`src/xcp_pkg.sv`:
```
package xcp_pkg;

  // ****************************************
  // timing
  // ****************************************
  localparam int CLK_NS = 4;
  localparam int NS_PER_S = 1000000000;
  localparam int AN6_CPS = 4000;
  localparam int AN5_CPS = 3500;
  localparam int OCT_CPS = 500;
  // least spacing between characters, rounded up
  localparam int AN6_GAP_NS = (NS_PER_S + AN6_CPS - 1) / AN6_CPS;
  localparam int AN5_GAP_NS = (NS_PER_S + AN5_CPS - 1) / AN5_CPS;
  localparam int OCT_GAP_NS = (NS_PER_S + OCT_CPS - 1) / OCT_CPS;
  localparam int AN6_GAP_CYC = (AN6_GAP_NS + CLK_NS - 1) / CLK_NS;
  localparam int AN5_GAP_CYC = (AN5_GAP_NS + CLK_NS - 1) / CLK_NS;
  localparam int OCT_GAP_CYC = (OCT_GAP_NS + CLK_NS - 1) / CLK_NS;
  localparam int GAP_W = 20;

  // ****************************************
  // register map (byte addresses)
  // ****************************************
  localparam logic [7:0] ADDR_CTRL = 8'h00;
  localparam logic [7:0] ADDR_OPCODE = 8'h04;
  localparam logic [7:0] ADDR_DATA = 8'h08;
  localparam logic [7:0] ADDR_STATUS = 8'h0C;
  localparam logic [7:0] ADDR_INT_STATUS = 8'h10;
  localparam logic [7:0] ADDR_INT_MASK = 8'h14;

  // ctrl fields
  localparam int CTRL_EXT_EN_BIT = 0;
  localparam int CTRL_RATE_LSB = 1;
  localparam logic CTRL_EXT_EN_RST = 1'b0;
  localparam logic [1:0] CTRL_RATE_RST = 2'h0;

  // character rate modes
  localparam logic [1:0] RATE_AN6 = 2'h0;
  localparam logic [1:0] RATE_AN5 = 2'h1;
  localparam logic [1:0] RATE_OCT = 2'h2;

  // status fields
  localparam int ST_ACTIVE_BIT = 0;
  localparam int ST_HALTED_BIT = 1;
  localparam int ST_VERIFY_BIT = 2;
  localparam int ST_FULL_BIT = 3;
  localparam int ST_SREQ_BIT = 4;
  localparam int ST_PERR_BIT = 5;
  localparam int ST_DISC_LSB = 6;

  // interrupt events
  localparam int EV_W = 3;
  localparam int EV_CHAR_BIT = 0;
  localparam int EV_PERR_BIT = 1;
  localparam int EV_HALT_BIT = 2;
  localparam logic [2:0] INT_MASK_RST = 3'h0;

  // operation codes (octal 3710, 3712, 3714, 3700)
  localparam logic [11:0] OP_DISC4 = 12'h7C8;
  localparam logic [11:0] OP_DISC5 = 12'h7CA;
  localparam logic [11:0] OP_DISC6 = 12'h7CC;
  localparam logic [11:0] OP_DISC_OFF = 12'h7C0;

  localparam int SYNC_W = 15;

endpackage

```
`src/xcp_char_port.sv`:
```
// Decided for this implementation: the APB register port and the register addresses.
`timescale 1ns/1ps
module xcp_char_port #(
  parameter int GAP_AN6 = xcp_pkg::AN6_GAP_CYC,
  parameter int GAP_AN5 = xcp_pkg::AN5_GAP_CYC,
  parameter int GAP_OCT = xcp_pkg::OCT_GAP_CYC
) (
  input wire logic pclk,
  input wire logic presetn,
  input wire logic psel,
  input wire logic penable,
  input wire logic pwrite,
  input wire logic [7:0] paddr,
  input wire logic [31:0] pwdata,
  output logic [31:0] prdata,
  output logic pready,
  output logic pslverr,
  output logic irq,
  input wire logic data_in_line_1,
  input wire logic data_in_line_2,
  input wire logic data_in_line_3,
  input wire logic data_in_line_4,
  input wire logic data_in_line_5,
  input wire logic data_in_line_6,
  input wire logic data_in_line_7,
  input wire logic data_in_line_8,
  input wire logic input_strobe,
  input wire logic input_strobe_complement,
  input wire logic input_verify_select,
  input wire logic parity_select,
  input wire logic run_halt_ctrl_a,
  input wire logic run_halt_ctrl_b,
  input wire logic parity_inhibit_in,
  output logic strobe_complement_buffered_out,
  output logic strobe_echo_out,
  output logic sample_request_out,
  output logic ext_input_active,
  output logic ext_input_inactive,
  output logic input_ready_out,
  output logic parity_error_out,
  output logic discrete_out_4,
  output logic discrete_out_5,
  output logic discrete_out_6
);

  typedef struct packed {
    logic ext_en;
    logic [1:0] rate;
    logic [2:0] mask;
    logic [2:0] ist;
    logic [7:0] chr;
    logic full;
    logic sreq;
    logic perr;
    logic [2:0] disc;
    logic [xcp_pkg::GAP_W-1:0] hold;
    logic strb_d;
    logic halt_d;
    logic echo;
    logic cbuf;
    logic act;
    logic inact;
    logic rdy;
    logic irq;
    logic pready;
    logic pslverr;
    logic [31:0] prdata;
  } xcp_state_t;

  xcp_state_t st;
  xcp_state_t next_st;

  // ****************************************
  // pin synchronisers
  // ****************************************
  logic [xcp_pkg::SYNC_W-1:0] pins_raw;
  logic [xcp_pkg::SYNC_W-1:0] pins_s;
  logic [7:0] data_s;
  logic strb_s;
  logic strbc_s;
  logic ivs_s;
  logic psel_s;
  logic rha_s;
  logic rhb_s;
  logic inh_s;

  assign pins_raw = {parity_inhibit_in, run_halt_ctrl_b, run_halt_ctrl_a, parity_select,
                     input_verify_select, input_strobe_complement, input_strobe,
                     data_in_line_8, data_in_line_7, data_in_line_6, data_in_line_5,
                     data_in_line_4, data_in_line_3, data_in_line_2, data_in_line_1};

  xcp_sync #(.W(xcp_pkg::SYNC_W)) u_sync (
    .pclk(pclk),
    .presetn(presetn),
    .din(pins_raw),
    .dout(pins_s)
  );

  assign {inh_s, rhb_s, rha_s, psel_s, ivs_s, strbc_s, strb_s} = pins_s[14:8];
  assign data_s = pins_s[7:0];

  logic par_err;

  xcp_parity #(.W(8)) u_parity (
    .data(data_s),
    .odd_sel(psel_s),
    .err(par_err)
  );

  // ****************************************
  // character handshake
  // ****************************************
  logic halted;
  logic act;
  logic rise;
  logic cap;
  logic [xcp_pkg::GAP_W-1:0] gap;
  logic [xcp_pkg::EV_W-1:0] ev;

  assign halted = rha_s | rhb_s;
  assign act = st.ext_en & ~halted;
  assign rise = strb_s & ~st.strb_d;
  assign cap = st.sreq & rise;

  always_comb begin
    case (st.rate)
      xcp_pkg::RATE_AN5: gap = xcp_pkg::GAP_W'(GAP_AN5);
      xcp_pkg::RATE_OCT: gap = xcp_pkg::GAP_W'(GAP_OCT);
      default: gap = xcp_pkg::GAP_W'(GAP_AN6);
    endcase
  end

  // ****************************************
  // apb decode
  // ****************************************
  logic setup;
  logic access;
  logic wr;
  logic rd;
  logic hit;
  logic [31:0] rdata;
  logic [2:0] clr;
  logic [31:0] status;

  assign setup = psel & ~penable;
  assign access = psel & penable & st.pready;
  assign wr = access & pwrite;
  assign rd = access & ~pwrite;
  assign clr = (rd && paddr == xcp_pkg::ADDR_INT_STATUS) ? st.prdata[2:0] : 3'h0;

  always_comb begin
    status = 32'h0;
    status[xcp_pkg::ST_ACTIVE_BIT] = st.act;
    status[xcp_pkg::ST_HALTED_BIT] = halted;
    status[xcp_pkg::ST_VERIFY_BIT] = ~ivs_s;
    status[xcp_pkg::ST_FULL_BIT] = st.full;
    status[xcp_pkg::ST_SREQ_BIT] = st.sreq;
    status[xcp_pkg::ST_PERR_BIT] = st.perr;
    status[xcp_pkg::ST_DISC_LSB +: 3] = st.disc;
  end

  always_comb begin
    hit = 1'b1;
    rdata = 32'h0;
    case (paddr)
      xcp_pkg::ADDR_CTRL: rdata = {29'h0, st.rate, st.ext_en};
      xcp_pkg::ADDR_OPCODE: rdata = {29'h0, st.disc};
      xcp_pkg::ADDR_DATA: rdata = {24'h0, st.chr};
      xcp_pkg::ADDR_STATUS: rdata = status;
      xcp_pkg::ADDR_INT_STATUS: rdata = {29'h0, st.ist};
      xcp_pkg::ADDR_INT_MASK: rdata = {29'h0, st.mask};
      default: hit = 1'b0;
    endcase
  end

  // ****************************************
  // next state
  // ****************************************
  always_comb begin
    next_st = st;
    next_st.strb_d = strb_s;
    next_st.halt_d = halted;
    next_st.echo = ~strb_s;
    next_st.cbuf = ~strbc_s;
    if (st.hold != '0) begin
      next_st.hold = st.hold - 1'b1;
    end
    if (cap) begin
      next_st.chr = data_s;
      next_st.full = 1'b1;
      next_st.sreq = 1'b0;
      next_st.perr = par_err & ~inh_s;
      next_st.hold = gap;
    end else if (act && !st.full && !st.sreq && st.hold == '0) begin
      next_st.sreq = 1'b1;
    end
    if (!act) begin
      next_st.sreq = 1'b0;
    end
    next_st.act = act;
    next_st.inact = ~act;
    next_st.rdy = act & ~next_st.sreq;

    ev = 3'h0;
    ev[xcp_pkg::EV_CHAR_BIT] = cap;
    ev[xcp_pkg::EV_PERR_BIT] = cap & par_err & ~inh_s;
    ev[xcp_pkg::EV_HALT_BIT] = halted & ~st.halt_d;
    // a new event wins over the read clear
    next_st.ist = (st.ist & ~clr) | ev;

    next_st.pready = setup;
    next_st.pslverr = setup & ~hit;
    next_st.prdata = setup ? rdata : 32'h0;

    // a capture in the same cycle as the data read keeps the new character pending
    if (rd && paddr == xcp_pkg::ADDR_DATA && !cap) begin
      next_st.full = 1'b0;
    end
    if (wr) begin
      case (paddr)
        xcp_pkg::ADDR_CTRL: begin
          next_st.ext_en = pwdata[xcp_pkg::CTRL_EXT_EN_BIT];
          next_st.rate = pwdata[xcp_pkg::CTRL_RATE_LSB +: 2];
        end
        xcp_pkg::ADDR_OPCODE: begin
          case (pwdata[11:0])
            xcp_pkg::OP_DISC4: next_st.disc = 3'h1;
            xcp_pkg::OP_DISC5: next_st.disc = 3'h2;
            xcp_pkg::OP_DISC6: next_st.disc = 3'h4;
            xcp_pkg::OP_DISC_OFF: next_st.disc = 3'h0;
            default: next_st.disc = st.disc;
          endcase
        end
        xcp_pkg::ADDR_INT_MASK: next_st.mask = pwdata[2:0];
        default: next_st.mask = st.mask;
      endcase
    end
    next_st.irq = |(next_st.ist & next_st.mask);
  end

  always_ff @(posedge pclk or negedge presetn) begin
    if (!presetn) begin
      st <= '0;
      st.ext_en <= xcp_pkg::CTRL_EXT_EN_RST;
      st.rate <= xcp_pkg::CTRL_RATE_RST;
      st.mask <= xcp_pkg::INT_MASK_RST;
      st.echo <= 1'b1;
      st.cbuf <= 1'b1;
      st.inact <= 1'b1;
    end else begin
      st <= next_st;
    end
  end

  // ****************************************
  // outputs
  // ****************************************
  assign prdata = st.prdata;
  assign pready = st.pready;
  assign pslverr = st.pslverr;
  assign irq = st.irq;
  assign strobe_echo_out = st.echo;
  assign strobe_complement_buffered_out = st.cbuf;
  assign sample_request_out = st.sreq;
  assign ext_input_active = st.act;
  assign ext_input_inactive = st.inact;
  assign input_ready_out = st.rdy;
  assign parity_error_out = st.perr;
  assign {discrete_out_6, discrete_out_5, discrete_out_4} = st.disc;

  // ****************************************
  // assertions
  // ****************************************
  a_echo_inverse: assert property (@(posedge pclk) disable iff (!presetn)
    ##1 strobe_echo_out == !$past(strb_s)) else $error("strobe echo not inverse");
  a_cbuf_inverse: assert property (@(posedge pclk) disable iff (!presetn)
    ##1 strobe_complement_buffered_out == !$past(strbc_s)) else $error("buffered strobe wrong");
  a_sreq_drop: assert property (@(posedge pclk) disable iff (!presetn)
    sample_request_out && rise |=> !sample_request_out) else $error("sample request held");
  a_inact_inverse: assert property (@(posedge pclk) disable iff (!presetn)
    ext_input_inactive != ext_input_active) else $error("inactive not inverse");
  a_ready_gate: assert property (@(posedge pclk) disable iff (!presetn)
    input_ready_out |-> ext_input_active && !sample_request_out) else $error("ready ungated");
  a_halt_blocks: assert property (@(posedge pclk) disable iff (!presetn)
    halted |=> !ext_input_active ##0 !sample_request_out) else $error("active while halted");
  a_inhibit_par: assert property (@(posedge pclk) disable iff (!presetn)
    cap && inh_s |=> !parity_error_out) else $error("parity flagged while inhibited");
  a_par_flag: assert property (@(posedge pclk) disable iff (!presetn)
    cap && !inh_s && (psel_s == !(^data_s)) |=> parity_error_out) else $error("parity missed");
  a_disc_onehot: assert property (@(posedge pclk) disable iff (!presetn)
    $onehot0({discrete_out_6, discrete_out_5, discrete_out_4})) else $error("two discretes");
  a_disc_code: assert property (@(posedge pclk) disable iff (!presetn)
    wr && paddr == xcp_pkg::ADDR_OPCODE && pwdata[11:0] == xcp_pkg::OP_DISC5
    |=> discrete_out_5 && !discrete_out_4 && !discrete_out_6) else $error("code 3712 missed");
  a_capture_data: assert property (@(posedge pclk) disable iff (!presetn)
    cap |=> st.chr == $past(data_s) && st.full) else $error("character not captured");
  a_rate_gap: assert property (@(posedge pclk) disable iff (!presetn)
    $rose(sample_request_out) |-> $past(st.hold) == '0) else $error("rate gap violated");

endmodule

```
`src/xcp_parity.sv`:
```
`timescale 1ns/1ps
module xcp_parity #(
  parameter int W = 8
) (
  input wire logic [W-1:0] data,
  input wire logic odd_sel,
  output logic err
);

  // odd check fails on even count of ones, even check on odd count
  assign err = odd_sel ? ~(^data) : (^data);

endmodule

```
`src/xcp_sync.sv`:
```
`timescale 1ns/1ps
module xcp_sync #(
  parameter int W = 8
) (
  input wire logic pclk,
  input wire logic presetn,
  input wire logic [W-1:0] din,
  output logic [W-1:0] dout
);

  logic [W-1:0] meta;

  always_ff @(posedge pclk or negedge presetn) begin
    if (!presetn) begin
      meta <= '0;
      dout <= '0;
    end else begin
      meta <= din;
      dout <= meta;
    end
  end

endmodule

```
`config.mk`:
```
export PLATFORM = sky130hd
export DESIGN_NAME = xcp_char_port
export DESIGN_NICKNAME = d
export VERILOG_FILES = /design/src/xcp_pkg.sv /design/src/xcp_char_port.sv /design/src/xcp_parity.sv /design/src/xcp_sync.sv
export SDC_FILE = /design/constraint.sdc
export NUM_CORES = 1
export LEC_CHECK = 0
export BUFFER_PORTS_ARGS = -buffer_cell sky130_fd_sc_hd__buf_4
export CORE_UTILIZATION = 57
export DETAILED_ROUTE_END_ITERATION = 10
export PLACE_DENSITY = 0.9
export SYNTH_ARGS = -nofsm -noshare
export SYNTH_HDL_FRONTEND = slang
export SYNTH_SLANG_ARGS = --single-unit
```
`constraint.sdc`:
```
create_clock -name pclk -period 5.25 [get_ports pclk]
set_input_delay 0 -clock pclk [delete_from_list [all_inputs] [get_ports pclk]]
set_output_delay 0 -clock pclk [all_outputs]
set_load 0.02 [all_outputs]
```
==> summary.md, run 1 <==
| Metric | Value |
|---|---|
| Status | completed |
| Synth Flop Type | dfrtp_1 |
| Setup TNS | 0 ns |
| Hold path cells | 3 |
| CTS resizes | 0 |
| DIE AREA | 7440 sq um |
| Crit path max-delay cell type | or4_1 |
| Worst-case vdd ir drop | 0.000304 V |
| Post-synth top cells | dfrtp_1 (89), nand2_1 (45), buf_4 (33) |
| Antenna diodes | 0 |
| Worst R2R Start | st[50] |
| Routed vias/inst | 5.47 |
| # IOs | 105 |
| Layout cell share with drive strength beyond 1 | 22.2% |
| Min-delay src | pwdata[3] |
| YS warnings | 0 |
| R2R setup slack | 2.90 ns |
| Layout fillers | 460 |
| Setup-failing EPs final | 0 |
| Mapped cell area | 4050 sq um |
| Hold Crit Endpoint | discrete_out_5 |
| Die width | 86.3 um |
| Leakage power | 2.29 nW |
| Largest net degree at the start of global routing | 52 |
| CTS buffer count | 9 |
| H-tree levels | 3 |
| Max-slew headroom | 38.9% |
| Slew @ Worst Pin | 0.913 ns |
| Vias in the first global route | 2843 |
| Initial antenna violation count | 0 |
| # port buffers | 61 |
| 1st-pass router iterations | 5 |
| Register-to-Register Path Depth | 5 |
| Leading area contributor after synthesis | dfrtp_1 |
| Worst-Skew Late Latency | 0.37 ns |
| Grt ovf | 0 |
| Post-route ant nets | 0 |
| Total power | 1.76 mW |
| Final worst-path cycle share | 48.1% |
| Final min period | 2.52 ns |
| Critical path peak fanout | 13 |
| Initial DRC Count | 266 |
| CORE AREA | 6830 sq um |
| FP Rows | 30 |
| Flops & latches, synth | 92 |
| Delay-heaviest family, CP | buffers and inverters |
| Post-route cell area | 4900 sq um |
| TritonCTS clock tree | done |
| Synth-to-Final Area Change | 21.1% |
| Worst Path Required | 5.51 ns |
| Clk_skew | 0.00775 ns |
| Fin Hold WS | 0.0298 ns |
| Final core utilization | 71.7% |
| FF-to-FF End | st[50] |
| Post-Synthesis Cells | 361 |
| Max incr delay on CP | 0.59 ns |
| CP Cell Sequence | dlygate4sd3_1 > buf_4 > nor4b_2 > nand2_1 > or4_1 > o31ai_1 > o31ai_1 > dlygate4sd3_1 |
| Hold Vio Cnt, Final | 0 |
| Post-DP HPWL | 5520 um |
| Pwr dens | 359 nW/um^2 |
| Reg clk slew, reported paths | 0.10 ns |
| Clk sink count | 92 |
| DRC Markers | 0 |
| Root buf cell | clkbuf_8 |
| Wire per inst | 15.1 um |
| CP arrival | 2.78 ns |
| Yosys top cell area share | 55.0% |
| Worst Path Buf+Inv | 3 |
| Worst hold path type | in -> reg |
| Critical Path Source Type | primary input |
| CTS max path bufs | 2 |
| First-pass GRT wire length | 13600 um |
| Top-count cell post-synth | dfrtp_1 |
| Final #Nets | 506 |
| Unique masters post-synth | 56 |
| Async SR Flop Fraction | 100% |
| Total wire length | 8170 um |
| DIE HEIGHT | 86.3 um |
| EDFF count, synth | 0 |
| Highest Clock Rate | 396 MHz |
| Crit path capture type | flip-flop |
| Vias | 2957 |
| Synth top area cells | dfrtp_1 (55%), buf_4 (6.1%), nand2_1 (4.2%), nor2_1 (2.8%), xnor2_1 (2.4%) |
| Register area share after synthesis | 57.0% |
| Initial core utilization | 59.2% |
| Max-slew violation count | 0 |
| Post-CTS Hold Fix Bufs | 23 |
| Syn avg cell area | 11.2 sq um |
| RSZ-0062 raised after global routing | false |
| Crit Path Class | in -> reg |
| Max cap viols | 0 |
| Post-CTS Setup Bufs | 0 |
| Gr usage total | 24.2% |
| Placed Area | 4450 sq um |
| Gpl congestion | 0.898 |
metal layers:
metal / up-vias / share of wire, % / GRT usage (%)
met5: - / 0 / 0
met4: 0 / 2.5 / 13.2
met3: 22 / 6.4 / 4.86
met2: 144 / 51 / 37.5
met1: 1444 / 41 / 32.5
li1: 1347 / - / -
where the power goes:
group / switching, mW / internal, mW / total (mW)
clock: 0.273 / 0.232 / 0.506
combinational: 0.196 / 0.168 / 0.364
sequential: 0.0932 / 0.797 / 0.891
worst reg2reg max path, cell delays in order, from the launching register on:
cell     delay [ns]
dfrtp_1        0.43
nor4_1         0.51
and2_0         0.42
nand3_2        0.24
nand2_1        0.40
o22ai_1        0.20
placed cells by master (no fill, tap or decap), drive strengths merged, types with 4 or more instances in the layout:
cell / instances
o21ai: 13
nor3: 5
clkbuf: 9
xnor2: 11
conb: 23
inv: 15
nand3b: 5
nor2: 31
nand2: 45
nor4: 6
nand3: 5
mux2: 4
a21oi: 6
buf: 63
o31ai: 4
a31oi: 5
xor2: 10
or4: 4
mux2i: 8
ha: 6
o22ai: 8
dlygate4sd3: 23
dfrtp: 89
how the worst max path moves through the flow:
stage	start	end	cells after the start
2_1_floorplan	st[57]	st[53]	5
3_3_place_gp	st[53]	st[47]	5
3_5_place_dp	st[53]	st[51]	5
4_1_cts	paddr[2]	discrete_out_4	8
5_1_grt	paddr[2]	discrete_out_4	8
6_report	paddr[2]	discrete_out_4	8
sequential cells by signal (all words and copies together), names as in the netlist, 9 cells and up:
name and cells:
st 40, u_sync.dout 15, prdata 9, u_sync.meta 15
final cells by class:
cell class | instances | area [sq um] | area share [%]
repair buffers | 86 | 703 | 14.4
well taps | 96 | 120 | 2.45
inverters | 11 | 41.3 | 0.843
clock inverters | 7 | 91.3 | 1.86
multi-input cells | 240 | 1510 | 30.9
flip-flops and latches | 92 | 2310 | 47.1
clock buffers | 9 | 124 | 2.53
per-stage QoR:
| step | setup WS [ns] | std cells |
|---|---|---|
| 6_report | 2.73 | 541 |
| 5_1_grt | 2.51 | 541 |
| 4_1_cts | 2.77 | 541 |
| 3_5_place_dp | 3.05 | 502 |
| 3_3_place_gp | 3.11 | 502 |
| 2_1_floorplan | 3.38 | 383 |
cell families (layout without fill, tap and decap cells):
kind of cell / Yosys count / in the layout / synth area share (%)
other cells: 1 / 23 / 0.0927
fa+ha+maj: 6 / 6 / 1.86
flops: 92 / 92 / 57.0
compound gates: 49 / 49 / 7.82
mux: 12 / 12 / 3.18
xor+xnor: 23 / 23 / 5.66
buf+inv: 51 / 113 / 7.79
simple gates: 127 / 127 / 16.6
Power figures use the tool's default switching activity.
==> run 2, diff against run 1 <==
--- a/config.mk
+++ b/config.mk
@@ -6,9 +6,9 @@
 export NUM_CORES = 1
 export LEC_CHECK = 0
 export BUFFER_PORTS_ARGS = -buffer_cell sky130_fd_sc_hd__buf_4
-export CORE_UTILIZATION = 57
+export CORE_UTILIZATION = 53
 export DETAILED_ROUTE_END_ITERATION = 10
-export PLACE_DENSITY = 0.9
+export PLACE_DENSITY = 0.85
 export SYNTH_ARGS = -nofsm -noshare
 export SYNTH_HDL_FRONTEND = slang
 export SYNTH_SLANG_ARGS = --single-unit
==> constraint.sdc (replaced) <==
create_clock -name pclk -period 2.5 [get_ports pclk]
set_input_delay 0 -clock pclk [delete_from_list [all_inputs] [get_ports pclk]]
set_output_delay 0 -clock pclk [all_outputs]
set_load 0.02 [all_outputs]
==> run 2 against run 1 <==
Combinational power up 110%; register-to-register slack worse by 2.6 ns; via count fell by 1.7%; largest power group unchanged; utilization decreased by 4.5 points; sequential share of layout area is 0.25 points lower; clock skew up 0.0052 ns; cell count grew 1.3%; flip-flop and latch count is the same.
==> summary.md, run 2 (synthesized netlist as in run 1, its figures left out) <==
| Metric | Value |
|---|---|
| Clk_skew | 0.0130 ns |
| 1st-pass router iterations | 4 |
| Commonest cells after routing, fill and taps aside | dfrtp_1 (89), buf_4 (65), nand2_1 (45) |
| Layout cell share with drive strength beyond 1 | 22.7% |
| DIE HEIGHT | 89.4 um |
| Grt ovf | 0 |
| Initial DRC Count | 215 |
| Die width | 89.4 um |
| Setup-failing EPs final | 0 |
| Root buf cell | clkbuf_8 |
| Worst-case vdd ir drop | 0.000439 V |
| CP Cell Sequence | dlygate4sd3_1 > buf_6 > nor4b_4 > nand2_1 > or4_1 > o31ai_1 > o31ai_1 > dlygate4sd3_1 |
| Worst-Skew Late Latency | 0.37 ns |
| DRC Markers | 0 |
| Vias | 2907 |
| CP arrival | 2.64 ns |
| Crit path max-delay cell type | or4_1 |
| Initial core utilization | 55.2% |
| Crit path capture type | flip-flop |
| Worst Path Required | 2.75 ns |
| # IOs | 105 |
| Status | completed |
| Gr usage total | 21.3% |
| Crit Path Class | in -> reg |
| Pwr dens | 724 nW/um^2 |
| Max-slew headroom | 26.5% |
| Final core utilization | 67.2% |
| Final #Nets | 510 |
| Max incr delay on CP | 0.58 ns |
| Highest Clock Rate | 418 MHz |
| Leakage power | 2.31 nW |
| Vias in the first global route | 2687 |
| Largest register FFs | 40 |
| CORE AREA | 7330 sq um |
| Hold Vio Cnt, Final | 0 |
| FP Rows | 31 |
| DIE AREA | 7990 sq um |
| Reg clk slew, reported paths | 0.10 ns |
| Most flops, register | st |
| TritonCTS clock tree | done |
| Max-slew violation count | 0 |
| # port buffers | 61 |
| Fin Hold WS | 0.0499 ns |
| CTS max path bufs | 2 |
| Wire per inst | 14.4 um |
| Final worst-path cycle share | 95.6% |
| Post-route ant nets | 0 |
| H-tree levels | 3 |
| Synth-to-Final Area Change | 21.7% |
| Routed vias/inst | 5.30 |
| Largest net degree at the start of global routing | 93 |
| Worst hold path type | in -> reg |
| Final min period | 2.39 ns |
| Critical Path Source Type | primary input |
| Total wire length | 7890 um |
| CTS buffer count | 9 |
| Most common cell after layout, fill and taps aside | dfrtp_1 |
| Antenna diodes | 0 |
| Largest regs | st (40), u_sync.dout (15), u_sync.meta (15) |
| Gpl congestion | 0.884 |
| Clk sink count | 92 |
| Initial antenna violation count | 0 |
| First-pass GRT wire length | 12400 um |
| Critical path peak fanout | 13 |
| Slew @ Worst Pin | 1.10 ns |
| Max cap viols | 0 |
| Post-DP HPWL | 5280 um |
-- run 2: critical path, delay by kind of cell --
family	cells	cell delay, ns
AO/OA/AOI/OAI	2	0.38
buffers and inverters	3	1.30
AND/OR/NAND/NOR	3	0.95
-- run 2: stage by stage --
step | std cells | area, sq um | TNS (ns) | worst slack (ns) | power, mW
floorplan | 383 | 4130 | 0 | 0.630 | 2.40
global placement | 507 | 4470 | 0 | 0.454 | 2.57
detailed placement | 507 | 4470 | 0 | 0.431 | 2.61
CTS | 547 | 4900 | 0 | 0.0461 | 3.59
global route | 548 | 4920 | -0.00897 | -0.00897 | 3.77
finish | 548 | 4920 | 0 | 0.110 | 3.57
-- run 2: where the power goes --
group / internal (mW) / switching (mW) / total (mW)
logic: 0.371 / 0.396 / 0.766
registers: 1.67 / 0.186 / 1.86
clock network: 0.385 / 0.557 / 0.942
total: 2.43 / 1.14 / 3.57
-- run 2: cell type report --
| type | count | area [sq um] |
|---|---|---|
| Clock inverter | 7 | 68.8 |
| Fill cell | 556 | 2410 |
| Clock buffer | 9 | 124 |
| Inverter | 11 | 41.3 |
| Timing Repair Buffer | 90 | 739 |
| Tap cell | 99 | 124 |
| Sequential cell | 92 | 2310 |
| Multi-Input combinational cell | 240 | 1520 |
-- run 2: routing by layer --
metal | up-vias | GRT usage [%] | wire length, um
li1 | 1352 | - | -
met1 | 1382 | 27.6 | 3290
met4 | 0 | 12.4 | 294
met2 | 145 | 33.6 | 3840
met3 | 28 | 3.97 | 470
met5 | - | 0 | 0
-- run 2: final timing paths --
kind	startpoint	end	slack (ns)	depth (start not counted)
max in group asynchronous	presetn	prdata[5]	1.39	2
worst max register to register	pready	discrete_out_4	0.32	5
min in group asynchronous	presetn	pready	0.36	2
worst max-delay path	paddr[2]	discrete_out_4	0.11	8
worst min-delay path	psel	pslverr	0.05	3
worst min register to register	u_sync.meta[2]	u_sync.dout[2]	0.35	0
-- run 2: repair_timing --
item / CTS / global route
endpoints found under the hold margin: 113 / 0
setup endpoints to repair: 0 / 1
hold buffers: 24 / 0
buffers inserted: 0 / 1
resized for setup: 0 / 2
==> run 3, diff against run 2 <==
--- a/config.mk
+++ b/config.mk
@@ -6,9 +6,11 @@
 export NUM_CORES = 1
 export LEC_CHECK = 0
 export BUFFER_PORTS_ARGS = -buffer_cell sky130_fd_sc_hd__buf_4
-export CORE_UTILIZATION = 53
+export CORE_UTILIZATION = 55
+export CTS_BUF_LIST = sky130_fd_sc_hd__clkbuf_4
 export DETAILED_ROUTE_END_ITERATION = 10
-export PLACE_DENSITY = 0.85
+export PLACE_DENSITY = 0.88
+export SLEW_MARGIN = 20
 export SYNTH_ARGS = -nofsm -noshare
 export SYNTH_HDL_FRONTEND = slang
 export SYNTH_SLANG_ARGS = --single-unit
==> constraint.sdc (replaced) <==
create_clock -name pclk -period 2.5 [get_ports pclk]
set_input_delay 0.375 -clock pclk [delete_from_list [all_inputs] [get_ports pclk]]
set_output_delay 0.375 -clock pclk [all_outputs]
set_load 0.02 [all_outputs]
==> run 3 against run 2 <==
Wire length is 0.68% higher; flip-flop and latch count stayed put; non-clock buffer count down 23; register-to-register slack about the same; clock skew is 0.0048 ns higher; highest routed layer unchanged; utilization is 0.48 points lower; combinational power decreased by 2%; sequential share of layout area is 3.0 points higher; clock power fell by 17%; global-route usage rose by 1.1 points.
==> summary.md, run 3 (synthesized netlist as in run 1, its figures left out) <==
| Metric | Value |
|---|---|
| Commonest cells after routing, fill and taps aside | dfrtp_1 (89), buf_4 (65), nand2_1 (45) |
| Clk_skew | 0.0178 ns |
| P_sw | 1.07 mW |
| Worst Path Buf+Inv | 0 |
| Hold Vio Cnt, Final | 0 |
| Routed vias/inst | 5.40 |
| Leakage power | 2.18 nW |
| R2R setup slack | 0.32 ns |
| Worst setup margin | 0.316 ns |
| Root buf cell | clkbuf_4 |
| Setup TNS | 0 ns |
| Worst R2R Start | st[57] |
| Crit path max-delay cell type | or4_4 |
| Crit Path Class | reg -> reg |
| Crit path capture type | flip-flop |
| Final min period | 2.18 ns |
| CTS resizes | 0 |
| Wire per inst | 15.2 um |
| Crit path from | st[57] |
| Most common cell after layout, fill and taps aside | dfrtp_1 |
| CTS buffer count | 9 |
| Worst-Skew Late Latency | 0.43 ns |
| TritonCTS clock tree | done |
| Post-route ant nets | 0 |
| Total wire length | 7950 um |
| Vias in the first global route | 2698 |
| Antenna diodes | 0 |
| DP Worst Slack | 0.329 ns |
| Worst Path Required | 2.78 ns |
| FF-to-FF End | st[47] |
| Total power | 3.39 mW |
| DRC Markers | 0 |
| Gpl congestion | 0.904 |
| Largest regs | st (40), u_sync.dout (15), u_sync.meta (15) |
| Clk sink count | 92 |
| RSZ-0062 raised after global routing | false |
| Largest net degree at the start of global routing | 57 |
| CTS max path bufs | 2 |
| Critical path peak fanout | 12 |
| Fin Hold WS | 0.0532 ns |
| Highest Clock Rate | 458 MHz |
| Final #Nets | 487 |
| Max-slew headroom | 54.6% |
| Pwr dens | 733 nW/um^2 |
| CP Depth | 5 |
| Worst hold path type | in -> reg |
| Slew @ Worst Pin | 0.681 ns |
| Delay-heaviest family, CP | simple AND/OR/NAND/NOR gates |
| CP arrival | 2.47 ns |
| Initial core utilization | 58.3% |
| Internal Pwr Total | 2.32 mW |
| Status | completed |
| Comb pwr share | 22.1% |
| First-pass GRT wire length | 12800 um |
| Grt ovf | 0 |
| Post-DP HPWL | 5730 um |
| Max incr delay on CP | 0.56 ns |
| Most flops, register | st |
| CP Capture Point | st[47] |
| H-tree levels | 3 |
| Layout cell share with drive strength beyond 1 | 23.5% |
| Register-to-Register Path Depth | 5 |
| Final worst-path cycle share | 87.4% |
| Largest register FFs | 40 |
| Die width | 87.8 um |
| Layout fillers | 518 |
| FP Rows | 30 |
| DIE HEIGHT | 87.8 um |
| Initial DRC Count | 295 |
| CP Cell Sequence | or4_4 > nor2_1 > nand3_2 > nand2_1 > o22ai_1 |
| Reg clk slew, reported paths | 0.14 ns |
| Vias | 2821 |
| Critical Path Source Type | flip-flop |
| # port buffers | 61 |
| Synth-to-Final Area Change | 14.5% |
| Initial antenna violation count | 0 |
| Max-slew violation count | 0 |
| Setup-failing EPs final | 0 |
| # IOs | 105 |
| Clock network power share | 23.0% |
| Max cap viols | 0 |
| Flop pwr share | 54.9% |
| Switching share of power | 31.6% |
| CORE AREA | 6940 sq um |
| DIE AREA | 7700 sq um |
| Gr usage total | 22.3% |
| 1st-pass router iterations | 5 |
| Worst-case vdd ir drop | 0.000416 V |
[run 3: worst min path at each step]
stage	slack [ns]	endpoint	cells past startpoint	start
2_1_floorplan	0.08	discrete_out_4	0	presetn
3_3_place_gp	0.33	u_sync.dout[9]	0	u_sync.meta[9]
3_5_place_dp	0.33	u_sync.dout[13]	0	u_sync.meta[13]
4_1_cts	0.02	u_sync.meta[12]	1	run_halt_ctrl_a
5_1_grt	0.007	u_sync.meta[8]	1	input_strobe
6_report	0.05	u_sync.meta[14]	1	parity_inhibit_in
[run 3: power by group through the flow]
stage	registers [mW]	logic, mW	clock network (mW)
after detailed placement	1.89	0.737	0
after floorplan	1.85	0.549	0
after CTS	1.86	0.747	0.802
after global placement	1.87	0.705	0
final	1.86	0.750	0.781
after global routing	1.89	0.844	0.867
[run 3: cell type report]
cell class | count | area (sq um) | area share, %
Sequential cell | 92 | 2310 | 49.8
Multi-Input combinational cell | 240 | 1510 | 32.7
Timing Repair Buffer | 67 | 518 | 11.2
Tap cell | 96 | 120 | 2.59
Clock buffer | 9 | 67.6 | 1.46
Clock inverter | 7 | 66.3 | 1.43
Inverter | 11 | 41.3 | 0.891
[run 3: stage by stage]
step	std cells	utilization, %	instance area, sq um
after global routing	522	66.7	4630
after global placement	505	64.6	4490
after detailed placement	505	64.6	4490
after CTS	522	66.7	4630
after floorplan	383	-	4130
final	522	66.7	4630
[run 3: repair_timing]
item / CTS / global route
setup buffers: 0 / 0
hold buffers: 1 / 0
hold endpoints to repair: 52 / 0
[run 3: routing by layer]
layer,wire length [um],track usage (%),share of wire (%)
met4,163,9.39,2.1
met1,3420,31.3,43
met2,3930,34.3,49
met3,433,4.43,5.4
met5,0,0,0
